==> src/rtl/klt_pkg.sv <==
package klt_pkg;

  // Bus geometry
  localparam int ADDR_W = 12;
  localparam int DATA_W = 32;
  localparam int IDX_W = 10;
  localparam int STRB_W = DATA_W / 8;

  // Register indices; byte address is four times the index
  localparam logic [IDX_W-1:0] IDX_AN_OVERRIDE = 10'h0c0;
  localparam logic [IDX_W-1:0] IDX_AN_MASTER_LANE_SELECT = 10'h0cc;
  localparam logic [IDX_W-1:0] IDX_COEF_OVERRIDE = 10'h0d0;
  localparam logic [IDX_W-1:0] IDX_LANE_TRAINING_COMMANDS = 10'h0d1;
  localparam logic [IDX_W-1:0] IDX_FRAME_LOCK_ERROR_STATUS = 10'h0d2;
  localparam logic [IDX_W-1:0] IDX_IRQ_STATUS = 10'h0f8;
  localparam logic [IDX_W-1:0] IDX_IRQ_MASK = 10'h0f9;

  // Field positions
  localparam int AN_OVR_EN_BIT = 6;
  localparam int AN_SEL_LSB = 0;
  localparam int NUM_LANES = 4;
  localparam int PARTNER_EN_BIT = 16;
  localparam int LOCAL_EN_BIT = 17;
  localparam int CMD_LANES = 3;
  localparam int RESTART_LSB = 1;
  localparam int TX_NEW_LSB = 5;
  localparam int RX_NEW_LSB = 9;
  localparam int COEF_W = 8;
  localparam int FLE_W = 8;

  // Reset values
  localparam logic AN_OVR_EN_RST = 1'b0;
  localparam logic [NUM_LANES-1:0] AN_SEL_RST = 4'h0;
  localparam logic PARTNER_EN_RST = 1'b0;
  localparam logic LOCAL_EN_RST = 1'b0;
  localparam logic [NUM_LANES-1:0] IRQ_MASK_RST = 4'h0;

  // Write and read responses
  localparam logic [1:0] RESP_OKAY = 2'h0;
  localparam logic [1:0] RESP_SLVERR = 2'h2;

  function automatic logic [DATA_W-1:0] strb_mask(
      input logic [STRB_W-1:0] strb);
    logic [DATA_W-1:0] m;
    m = '0;
    for (int i = 0; i < STRB_W; i++) begin
      m[i*8 +: 8] = {8{strb[i]}};
    end
    return m;
  endfunction

  function automatic logic [DATA_W-1:0] merge_word(
      input logic [DATA_W-1:0] old_w, input logic [DATA_W-1:0] new_w,
      input logic [STRB_W-1:0] strb);
    logic [DATA_W-1:0] m;
    m = strb_mask(strb);
    return (old_w & ~m) | (new_w & m);
  endfunction

endpackage

==> src/rtl/klt_reg_if.sv <==
`timescale 1ns/1ps
`default_nettype none
interface klt_reg_if;
  import klt_pkg::*;
  logic wr_en;
  logic [IDX_W-1:0] wr_idx;
  logic [DATA_W-1:0] wr_data;
  logic [STRB_W-1:0] wr_strb;
  logic wr_ok;
  logic [IDX_W-1:0] rd_idx;
  logic [DATA_W-1:0] rd_data;
  logic rd_ok;

  modport slave (output wr_en, wr_idx, wr_data, wr_strb, rd_idx,
                 input wr_ok, rd_data, rd_ok);
  modport regs (input wr_en, wr_idx, wr_data, wr_strb, rd_idx,
                output wr_ok, rd_data, rd_ok);
  modport snoop (input wr_en, wr_idx, wr_data, wr_strb);
endinterface
`default_nettype wire

==> src/rtl/klt_axil_slave.sv <==
`timescale 1ns/1ps
`default_nettype none
module klt_axil_slave
  import klt_pkg::*;
(
  input wire logic clock_in,
  input wire logic rstn_in,
  input wire logic [ADDR_W-1:0] awaddr_in,
  input wire logic awvalid_in,
  output logic awready_out,
  input wire logic [DATA_W-1:0] wdata_in,
  input wire logic [STRB_W-1:0] wstrb_in,
  input wire logic wvalid_in,
  output logic wready_out,
  output logic [1:0] bresp_out,
  output logic bvalid_out,
  input wire logic bready_in,
  input wire logic [ADDR_W-1:0] araddr_in,
  input wire logic arvalid_in,
  output logic arready_out,
  output logic [DATA_W-1:0] rdata_out,
  output logic [1:0] rresp_out,
  output logic rvalid_out,
  input wire logic rready_in,
  klt_reg_if.slave bus
);

  logic [ADDR_W-1:0] aw_addr;

  ////////////////////////////////////////////////////////////////////////
  // Address and data are held apart so either may arrive first
  always_ff @(posedge clock_in) begin
    if (!rstn_in) begin
      awready_out <= 1'b1;
      aw_addr <= '0;
    end else if (awvalid_in && awready_out) begin
      awready_out <= 1'b0;
      aw_addr <= awaddr_in;
    end else if (bvalid_out && bready_in) begin
      awready_out <= 1'b1;
    end
  end

  always_ff @(posedge clock_in) begin
    if (!rstn_in) begin
      wready_out <= 1'b1;
      bus.wr_data <= '0;
      bus.wr_strb <= '0;
    end else if (wvalid_in && wready_out) begin
      wready_out <= 1'b0;
      bus.wr_data <= wdata_in;
      bus.wr_strb <= wstrb_in;
    end else if (bvalid_out && bready_in) begin
      wready_out <= 1'b1;
    end
  end

  // One-cycle write pulse once both halves are held
  assign bus.wr_en = !awready_out && !wready_out && !bvalid_out;
  assign bus.wr_idx = aw_addr[ADDR_W-1:2];

  always_ff @(posedge clock_in) begin
    if (!rstn_in) begin
      bvalid_out <= 1'b0;
      bresp_out <= RESP_OKAY;
    end else if (bus.wr_en) begin
      bvalid_out <= 1'b1;
      bresp_out <= bus.wr_ok ? RESP_OKAY : RESP_SLVERR;
    end else if (bready_in) begin
      bvalid_out <= 1'b0;
    end
  end

  ////////////////////////////////////////////////////////////////////////
  // Read data is captured at the address handshake
  assign bus.rd_idx = araddr_in[ADDR_W-1:2];

  always_ff @(posedge clock_in) begin
    if (!rstn_in) begin
      arready_out <= 1'b1;
      rvalid_out <= 1'b0;
      rdata_out <= '0;
      rresp_out <= RESP_OKAY;
    end else if (arvalid_in && arready_out) begin
      arready_out <= 1'b0;
      rvalid_out <= 1'b1;
      rdata_out <= bus.rd_ok ? bus.rd_data : '0;
      rresp_out <= bus.rd_ok ? RESP_OKAY : RESP_SLVERR;
    end else if (rvalid_out && rready_in) begin
      rvalid_out <= 1'b0;
      arready_out <= 1'b1;
    end
  end

endmodule
`default_nettype wire

==> src/rtl/klt_lane_cmd.sv <==
`timescale 1ns/1ps
`default_nettype none
module klt_lane_cmd
  import klt_pkg::*;
#(
  parameter int LANES = CMD_LANES
) (
  input wire logic clock_in,
  input wire logic rstn_in,
  klt_reg_if.snoop bus,
  input wire logic partner_en_in,
  input wire logic local_en_in,
  input wire logic [LANES*COEF_W-1:0] local_coef_in,
  output logic [LANES-1:0] restart_out,
  output logic [LANES-1:0] tx_new_out,
  output logic [LANES-1:0] rx_new_out,
  output logic [LANES*COEF_W-1:0] coef_out
);

  logic cmd_wr;
  logic [DATA_W-1:0] cmd_data;

  // Unstrobed byte lanes carry no command
  assign cmd_wr = bus.wr_en && (bus.wr_idx == IDX_LANE_TRAINING_COMMANDS);
  assign cmd_data = bus.wr_data & strb_mask(bus.wr_strb);

  ////////////////////////////////////////////////////////////////////////
  // Commands are single pulses; nothing is stored, so they read back 0
  always_ff @(posedge clock_in) begin
    if (!rstn_in) begin
      restart_out <= '0;
    end else if (cmd_wr) begin
      restart_out <= cmd_data[RESTART_LSB +: LANES];
    end else begin
      restart_out <= '0;
    end
  end

  always_ff @(posedge clock_in) begin
    if (!rstn_in) begin
      tx_new_out <= '0;
    end else if (cmd_wr && partner_en_in) begin
      tx_new_out <= cmd_data[TX_NEW_LSB +: LANES];
    end else begin
      tx_new_out <= '0;
    end
  end

  always_ff @(posedge clock_in) begin
    if (!rstn_in) begin
      rx_new_out <= '0;
    end else if (cmd_wr && local_en_in) begin
      rx_new_out <= cmd_data[RX_NEW_LSB +: LANES];
    end else begin
      rx_new_out <= '0;
    end
  end

  // Coefficients latched with the pulse so they stay put afterwards
  always_ff @(posedge clock_in) begin
    if (!rstn_in) begin
      coef_out <= '0;
    end else begin
      for (int i = 0; i < LANES; i++) begin
        if (cmd_wr && local_en_in && cmd_data[RX_NEW_LSB + i]) begin
          coef_out[i*COEF_W +: COEF_W] <=
              local_coef_in[i*COEF_W +: COEF_W];
        end
      end
    end
  end

endmodule
`default_nettype wire

==> src/rtl/klt_lane_training_overrides.sv <==
`timescale 1ns/1ps
`default_nettype none
module klt_lane_training_overrides
  import klt_pkg::*;
#(
  parameter int AN_MASTER_LANE = 0
) (
  input wire logic clock_in,
  input wire logic rstn_in,
  input wire logic [ADDR_W-1:0] s_axil_awaddr_in,
  input wire logic s_axil_awvalid_in,
  output logic s_axil_awready_out,
  input wire logic [DATA_W-1:0] s_axil_wdata_in,
  input wire logic [STRB_W-1:0] s_axil_wstrb_in,
  input wire logic s_axil_wvalid_in,
  output logic s_axil_wready_out,
  output logic [1:0] s_axil_bresp_out,
  output logic s_axil_bvalid_out,
  input wire logic s_axil_bready_in,
  input wire logic [ADDR_W-1:0] s_axil_araddr_in,
  input wire logic s_axil_arvalid_in,
  output logic s_axil_arready_out,
  output logic [DATA_W-1:0] s_axil_rdata_out,
  output logic [1:0] s_axil_rresp_out,
  output logic s_axil_rvalid_out,
  input wire logic s_axil_rready_in,
  input wire logic [NUM_LANES*FLE_W-1:0] frame_lock_err_in,
  input wire logic [CMD_LANES*COEF_W-1:0] local_coef_in,
  output logic [NUM_LANES-1:0] an_master_lane_out,
  output logic [CMD_LANES-1:0] restart_training_out,
  output logic [CMD_LANES-1:0] partner_coef_new_out,
  output logic [CMD_LANES-1:0] local_coef_new_out,
  output logic [CMD_LANES*COEF_W-1:0] local_coef_out,
  output logic irq_out
);

  klt_reg_if bus ();

  logic an_master_override_en;
  logic [NUM_LANES-1:0] an_master_lane_select;
  logic partner_coef_override_en;
  logic local_coef_override_en;
  logic [NUM_LANES*FLE_W-1:0] frame_lock_error_status;
  logic [NUM_LANES-1:0] lane_err;
  logic [NUM_LANES-1:0] lane_err_q;
  logic [NUM_LANES-1:0] irq_status;
  logic [NUM_LANES-1:0] irq_mask;
  logic [NUM_LANES-1:0] next_irq_status;
  logic [NUM_LANES-1:0] next_irq_mask;
  logic [NUM_LANES-1:0] irq_clear;
  logic [DATA_W-1:0] word_an;
  logic [DATA_W-1:0] word_sel;
  logic [DATA_W-1:0] word_coef;
  logic [DATA_W-1:0] word_mask;
  logic [DATA_W-1:0] new_word;

  function automatic logic idx_mapped(input logic [IDX_W-1:0] idx);
    return idx == IDX_AN_OVERRIDE || idx == IDX_AN_MASTER_LANE_SELECT ||
           idx == IDX_COEF_OVERRIDE || idx == IDX_LANE_TRAINING_COMMANDS ||
           idx == IDX_FRAME_LOCK_ERROR_STATUS || idx == IDX_IRQ_STATUS ||
           idx == IDX_IRQ_MASK;
  endfunction

  function automatic logic [NUM_LANES-1:0] lane_onehot(input int lane);
    return NUM_LANES'(1) << lane;
  endfunction

  ////////////////////////////////////////////////////////////////////////
  // Bus slave and command pulses
  klt_axil_slave u_slave (
    .clock_in(clock_in),
    .rstn_in(rstn_in),
    .awaddr_in(s_axil_awaddr_in),
    .awvalid_in(s_axil_awvalid_in),
    .awready_out(s_axil_awready_out),
    .wdata_in(s_axil_wdata_in),
    .wstrb_in(s_axil_wstrb_in),
    .wvalid_in(s_axil_wvalid_in),
    .wready_out(s_axil_wready_out),
    .bresp_out(s_axil_bresp_out),
    .bvalid_out(s_axil_bvalid_out),
    .bready_in(s_axil_bready_in),
    .araddr_in(s_axil_araddr_in),
    .arvalid_in(s_axil_arvalid_in),
    .arready_out(s_axil_arready_out),
    .rdata_out(s_axil_rdata_out),
    .rresp_out(s_axil_rresp_out),
    .rvalid_out(s_axil_rvalid_out),
    .rready_in(s_axil_rready_in),
    .bus(bus.slave)
  );

  klt_lane_cmd #(
    .LANES(CMD_LANES)
  ) u_cmd (
    .clock_in(clock_in),
    .rstn_in(rstn_in),
    .bus(bus.snoop),
    .partner_en_in(partner_coef_override_en),
    .local_en_in(local_coef_override_en),
    .local_coef_in(local_coef_in),
    .restart_out(restart_training_out),
    .tx_new_out(partner_coef_new_out),
    .rx_new_out(local_coef_new_out),
    .coef_out(local_coef_out)
  );

  ////////////////////////////////////////////////////////////////////////
  // Current register words, used for readback and for byte merging
  always_comb begin
    word_an = '0;
    word_an[AN_OVR_EN_BIT] = an_master_override_en;
    word_sel = '0;
    word_sel[AN_SEL_LSB +: NUM_LANES] = an_master_lane_select;
    word_coef = '0;
    word_coef[PARTNER_EN_BIT] = partner_coef_override_en;
    word_coef[LOCAL_EN_BIT] = local_coef_override_en;
    word_mask = '0;
    word_mask[NUM_LANES-1:0] = irq_mask;
  end

  always_comb begin
    bus.rd_data = '0;
    case (bus.rd_idx)
      IDX_AN_OVERRIDE: bus.rd_data = word_an;
      IDX_AN_MASTER_LANE_SELECT: bus.rd_data = word_sel;
      IDX_COEF_OVERRIDE: bus.rd_data = word_coef;
      IDX_LANE_TRAINING_COMMANDS: bus.rd_data = '0;
      IDX_FRAME_LOCK_ERROR_STATUS: bus.rd_data = frame_lock_error_status;
      IDX_IRQ_STATUS: bus.rd_data[NUM_LANES-1:0] = irq_status;
      IDX_IRQ_MASK: bus.rd_data = word_mask;
      default: bus.rd_data = '0;
    endcase
  end

  assign bus.rd_ok = idx_mapped(bus.rd_idx);
  // Writes to the status word are accepted and dropped
  assign bus.wr_ok = idx_mapped(bus.wr_idx);

  always_comb begin
    case (bus.wr_idx)
      IDX_AN_OVERRIDE: new_word = merge_word(word_an, bus.wr_data,
                                             bus.wr_strb);
      IDX_AN_MASTER_LANE_SELECT: new_word = merge_word(word_sel,
                                     bus.wr_data, bus.wr_strb);
      IDX_COEF_OVERRIDE: new_word = merge_word(word_coef, bus.wr_data,
                                               bus.wr_strb);
      IDX_IRQ_MASK: new_word = merge_word(word_mask, bus.wr_data,
                                          bus.wr_strb);
      default: new_word = bus.wr_data & strb_mask(bus.wr_strb);
    endcase
  end

  ////////////////////////////////////////////////////////////////////////
  // Master lane override
  always_ff @(posedge clock_in) begin
    if (!rstn_in) begin
      an_master_override_en <= AN_OVR_EN_RST;
    end else if (bus.wr_en && bus.wr_idx == IDX_AN_OVERRIDE) begin
      an_master_override_en <= new_word[AN_OVR_EN_BIT];
    end
  end

  // Non one-hot codes pass unchanged; keeping them out is up to software
  always_ff @(posedge clock_in) begin
    if (!rstn_in) begin
      an_master_lane_select <= AN_SEL_RST;
    end else if (bus.wr_en && bus.wr_idx == IDX_AN_MASTER_LANE_SELECT) begin
      an_master_lane_select <= new_word[AN_SEL_LSB +: NUM_LANES];
    end
  end

  always_ff @(posedge clock_in) begin
    if (!rstn_in) begin
      an_master_lane_out <= lane_onehot(AN_MASTER_LANE);
    end else if (an_master_override_en) begin
      an_master_lane_out <= an_master_lane_select;
    end else begin
      an_master_lane_out <= lane_onehot(AN_MASTER_LANE);
    end
  end

  ////////////////////////////////////////////////////////////////////////
  // Coefficient override enables
  always_ff @(posedge clock_in) begin
    if (!rstn_in) begin
      partner_coef_override_en <= PARTNER_EN_RST;
      local_coef_override_en <= LOCAL_EN_RST;
    end else if (bus.wr_en && bus.wr_idx == IDX_COEF_OVERRIDE) begin
      partner_coef_override_en <= new_word[PARTNER_EN_BIT];
      local_coef_override_en <= new_word[LOCAL_EN_BIT];
    end
  end

  ////////////////////////////////////////////////////////////////////////
  // Frame-lock status, sampled every cycle so reads see a stable word
  always_ff @(posedge clock_in) begin
    if (!rstn_in) begin
      frame_lock_error_status <= '0;
      lane_err_q <= '0;
    end else begin
      frame_lock_error_status <= frame_lock_err_in;
      lane_err_q <= lane_err;
    end
  end

  always_comb begin
    for (int i = 0; i < NUM_LANES; i++) begin
      lane_err[i] = |frame_lock_error_status[i*FLE_W +: FLE_W];
    end
  end

  ////////////////////////////////////////////////////////////////////////
  // Interrupts: a new error on a lane wins over a clear in the same cycle
  always_comb begin
    irq_clear = '0;
    if (bus.wr_en && bus.wr_idx == IDX_IRQ_STATUS) begin
      irq_clear = new_word[NUM_LANES-1:0];
    end
    next_irq_status = (irq_status & ~irq_clear) | (lane_err & ~lane_err_q);
    next_irq_mask = irq_mask;
    if (bus.wr_en && bus.wr_idx == IDX_IRQ_MASK) begin
      next_irq_mask = new_word[NUM_LANES-1:0];
    end
  end

  always_ff @(posedge clock_in) begin
    if (!rstn_in) begin
      irq_status <= '0;
      irq_mask <= IRQ_MASK_RST;
    end else begin
      irq_status <= next_irq_status;
      irq_mask <= next_irq_mask;
    end
  end

  // Built from the next values so the line tracks the unmasked status bits exactly
  always_ff @(posedge clock_in) begin
    if (!rstn_in) begin
      irq_out <= 1'b0;
    end else begin
      irq_out <= |(next_irq_status & next_irq_mask);
    end
  end

endmodule
`default_nettype wire

==> config.mk <==
export PLATFORM = sky130hd
export DESIGN_NAME = klt_lane_training_overrides
export DESIGN_NICKNAME = d
export VERILOG_FILES = /design/src/rtl/klt_pkg.sv /design/src/rtl/klt_reg_if.sv /design/src/rtl/klt_axil_slave.sv /design/src/rtl/klt_lane_cmd.sv /design/src/rtl/klt_lane_training_overrides.sv
export SDC_FILE = /design/constraint.sdc
export NUM_CORES = 1
export LEC_CHECK = 0
export BUFFER_PORTS_ARGS = -buffer_cell sky130_fd_sc_hd__buf_2
export CAP_MARGIN = 10
export CORE_ASPECT_RATIO = 0.6
export CORE_MARGIN = 3
export CORE_UTILIZATION = 40
export CTS_BUF_LIST = sky130_fd_sc_hd__clkbuf_8
export CTS_CLUSTER_SIZE = 8
export DETAILED_ROUTE_END_ITERATION = 8
export GPL_ROUTABILITY_DRIVEN = 0
export PLACE_DENSITY_LB_ADDON = 0.08
export SETUP_SLACK_MARGIN = 0.05
export SLEW_MARGIN = 20
export SYNTH_ARGS = -nofsm -noshare
export SYNTH_HDL_FRONTEND = slang
export SYNTH_SLANG_ARGS = --single-unit
==> constraint.sdc <==
create_clock -name clock_in -period 1.85 [get_ports clock_in]
set_input_delay 0.37 -clock clock_in [delete_from_list [all_inputs] [get_ports clock_in]]
set_output_delay 0.37 -clock clock_in [all_outputs]
set_load 0.05 [all_outputs]
==> results.ini <==
[run_status]
status=finished with violations
violations=negative setup slack

[timing]
hold_viol=0
fmax_mhz=485
skew_ps=14.5
slew-limit-headroom=0.592
drv_slew=0
fin_crit_ps=2060
setup_viol=37
timing.final.ws_setup_ps=-211
fin_setup_tns_ps=-5210
finalCritPeriodShare=1.11
worst-slew-pin-transition_ps=612
rsz0062_at_grt=true

[worst_setup_path]
crit_buf_inv=2
critical_path_required_ps=2170
critPathSlowestCell=or4b_4
path_depth=7
critPathTopFamily=simple AND/OR/NAND/NOR gates
end_kind=flip-flop
r2r_start=u_slave.aw_addr[11]
worstReg2RegEnd=u_cmd.coef_out[14]
r2r_cells=7
crit_type=reg -> reg
cpPeakStageDelay_ps=600
cp_max_fo=9
worstPathCellList=or4b_4 > nor4_4 > buf_4 > nand4_1 > buf_6 > mux2i_2 > nor2_1
worstSetupStartpoint=u_slave.aw_addr[11]
cp-start-kind=flip-flop
r2r_slack_ps=-210
cp_data_arrival_time_ps=2380

[global_route]
grt_pass1_wl_mm=24.6
grt_max_degree=63
grtUsageTotal=0.200
grt_pass1_vias=4774
overflow=0
grt_antenna_before_repair=0

[logic_synthesis]
syn_area_per_cell_um2=9.25
synth_seq_cells=153
yosysWarnings=0
ys_seq_area_frac=0.551
netlist_area_mm2=0.00556
synthArstFlopShare=0
synth_edf_count=0
synth_cells=601
post_synth_num_cell_types=42
synth_top_flop_cell=dfxtp_1

[floorplanning]
coreArea_mm2=0.0132
num_rows=32
initial_core_util=0.421
fp.dieW_um=158
fp.dieArea_mm2=0.0154
die_y_um=97.3
num_io_pins=202

[finish]
n_antenna_cell=0
multi_input_area_mm2=0.00246
seq_area_mm2=0.00308
area_growth_pct=34.1
final_nets=933
nFillCells=1233
final_area_mm2=0.00745
stdcell_count=993
drive_gt1_frac=0.361
final_common_cell=buf_2
layout_common_cells=buf_2, dfxtp_1, nand2_1

[route]
ant_nets=0
vias_per_cell=5.02
vias=4985
wirelength_mm=15.5
drt_iter0_markers=245
drtPass1Iterations=5
drc=0
wl_per_cell_um=15.6

[placement]
place_hpwl_mm=11.0
io_buffers=174
placedCellCount=952
place_area_mm2=0.00686
dpl_worst_slack_ps=-219

[min_path]
whs_endpoint=frame_lock_error_status[9]
hold_class=in -> reg
hp-start=frame_lock_err_in[9]
min_path_cells=2

[clocking]
cts_tree=yes
hold_buffers=0
clk_latency_ps=450
cts_buffer_depth=2
htree_levels=4
cts.sinks=153
cts-root-buf=clkbuf_8
clkTransAtPathRegs_ps=90
cts_buffers=17

[job]
cap_violations=0

[power]
p_leak_nw=3.42
seqPwrFrac=0.530
netSwitchingPower_mw=1.79
comb_power_share=0.091
p_total_mw=6.56
swShare=0.273
clockPowerShare=0.380
irDropWorstVdd_mv=0.457
intPower_mw=4.77
power.density_mw_per_mm2=879

synthesized netlist by cell type (3+ instances only):
master	n	area (µm²)
nor4_1	12	75.1
nand2_1	93	349
nand4_1	3	18.8
mux2_2	4	45.0
nor3_1	5	25.0
o21ai_0	14	70.1
nor2_1	44	165
mux2i_1	31	310
a211oi_1	3	22.5
a31oi_1	4	25.0
a32oi_1	3	26.3
buf_2	4	20.0
nand3_1	27	135
clkbuf_1	29	109
a222oi_1	4	40.0
nand3b_1	3	22.5
and3_1	8	50.1
a211oi_2	4	50.1
and2_1	43	269
dfxtp_1	153	3060
or3_1	4	25.0
a21oi_1	75	375
metrics by stage:
step                      hold slack [ps]  utilization
final                                 123        0.564
after floorplan                       417            -
after detailed placement              443        0.520
after global placement                440        0.520
after global routing                  101        0.564
after CTS                             104        0.556
area by class of cell:
cell class                      instances  area share
Sequential cell                       153       0.413
Multi-Input combinational cell        410       0.330
Timing Repair Buffer                  225       0.176
Clock buffer                           18      0.0332
Tap cell                              170      0.0285
Clock inverter                         14      0.0183
Inverter                                3     0.00168
what timing repair did:
item / 4_1_cts / 5_1_grt
buffers inserted: 7 / 2
pin swaps: 10 / 7
resized for setup: 13 / 25
setup endpoints to repair: 48 / 50
power by group through the flow:
| stage | Combinational, mW | Sequential (mW) | Clock (mW) |
|---|---|---|---|
| after floorplan | 0.263 | 3.59 | 0 |
| after global placement | 0.566 | 3.54 | 0 |
| after detailed placement | 0.576 | 3.55 | 0 |
| after CTS | 0.589 | 3.47 | 2.55 |
| after global routing | 0.656 | 3.49 | 2.69 |
| final | 0.595 | 3.47 | 2.49 |
worst max path at each step:
stage                     slack, ps                        to
after floorplan                -120                   irq_out
after global placement         -230  an_master_lane_select[0]
after detailed placement       -220                   irq_out
after CTS                      -210                   irq_out
after global routing           -280        u_cmd.coef_out[19]
final                          -210        u_cmd.coef_out[14]
kinds of logic after synthesis:
kind of cell	after synthesis	synth area share
AND/OR/NAND/NOR	261	0.239
flip-flops	153	0.551
buffers and inverters	39	0.0286
multiplexers	35	0.0639
other	1	0.000674
AO/OA/AOI/OAI	112	0.117
sequential cells by signal (all words and copies together), names as in the netlist, 4 cells and up:
signal / flops
irq_status: 4
u_slave.aw_addr: 10
u_slave.rdata_out: 32
irq_mask: 4
u_cmd.coef_out: 24
an_master_lane_out: 4
lane_err_q: 4
frame_lock_error_status: 32
an_master_lane_select: 4
u_slave.bus.wr_data: 12
per-layer routing:
layer / vias up / routed length (µm) / global-route usage / share of wire
met3: 14 / 990 / 0.0490 / 0.064
met2: 164 / 6550 / 0.281 / 0.42
met5: - / 0 / 0 / 0
met1: 2315 / 7860 / 0.304 / 0.51
li1: 2492 / - / - / -
met4: 0 / 127 / 0.0489 / 0.0082
Power figures use the tool's default switching activity.
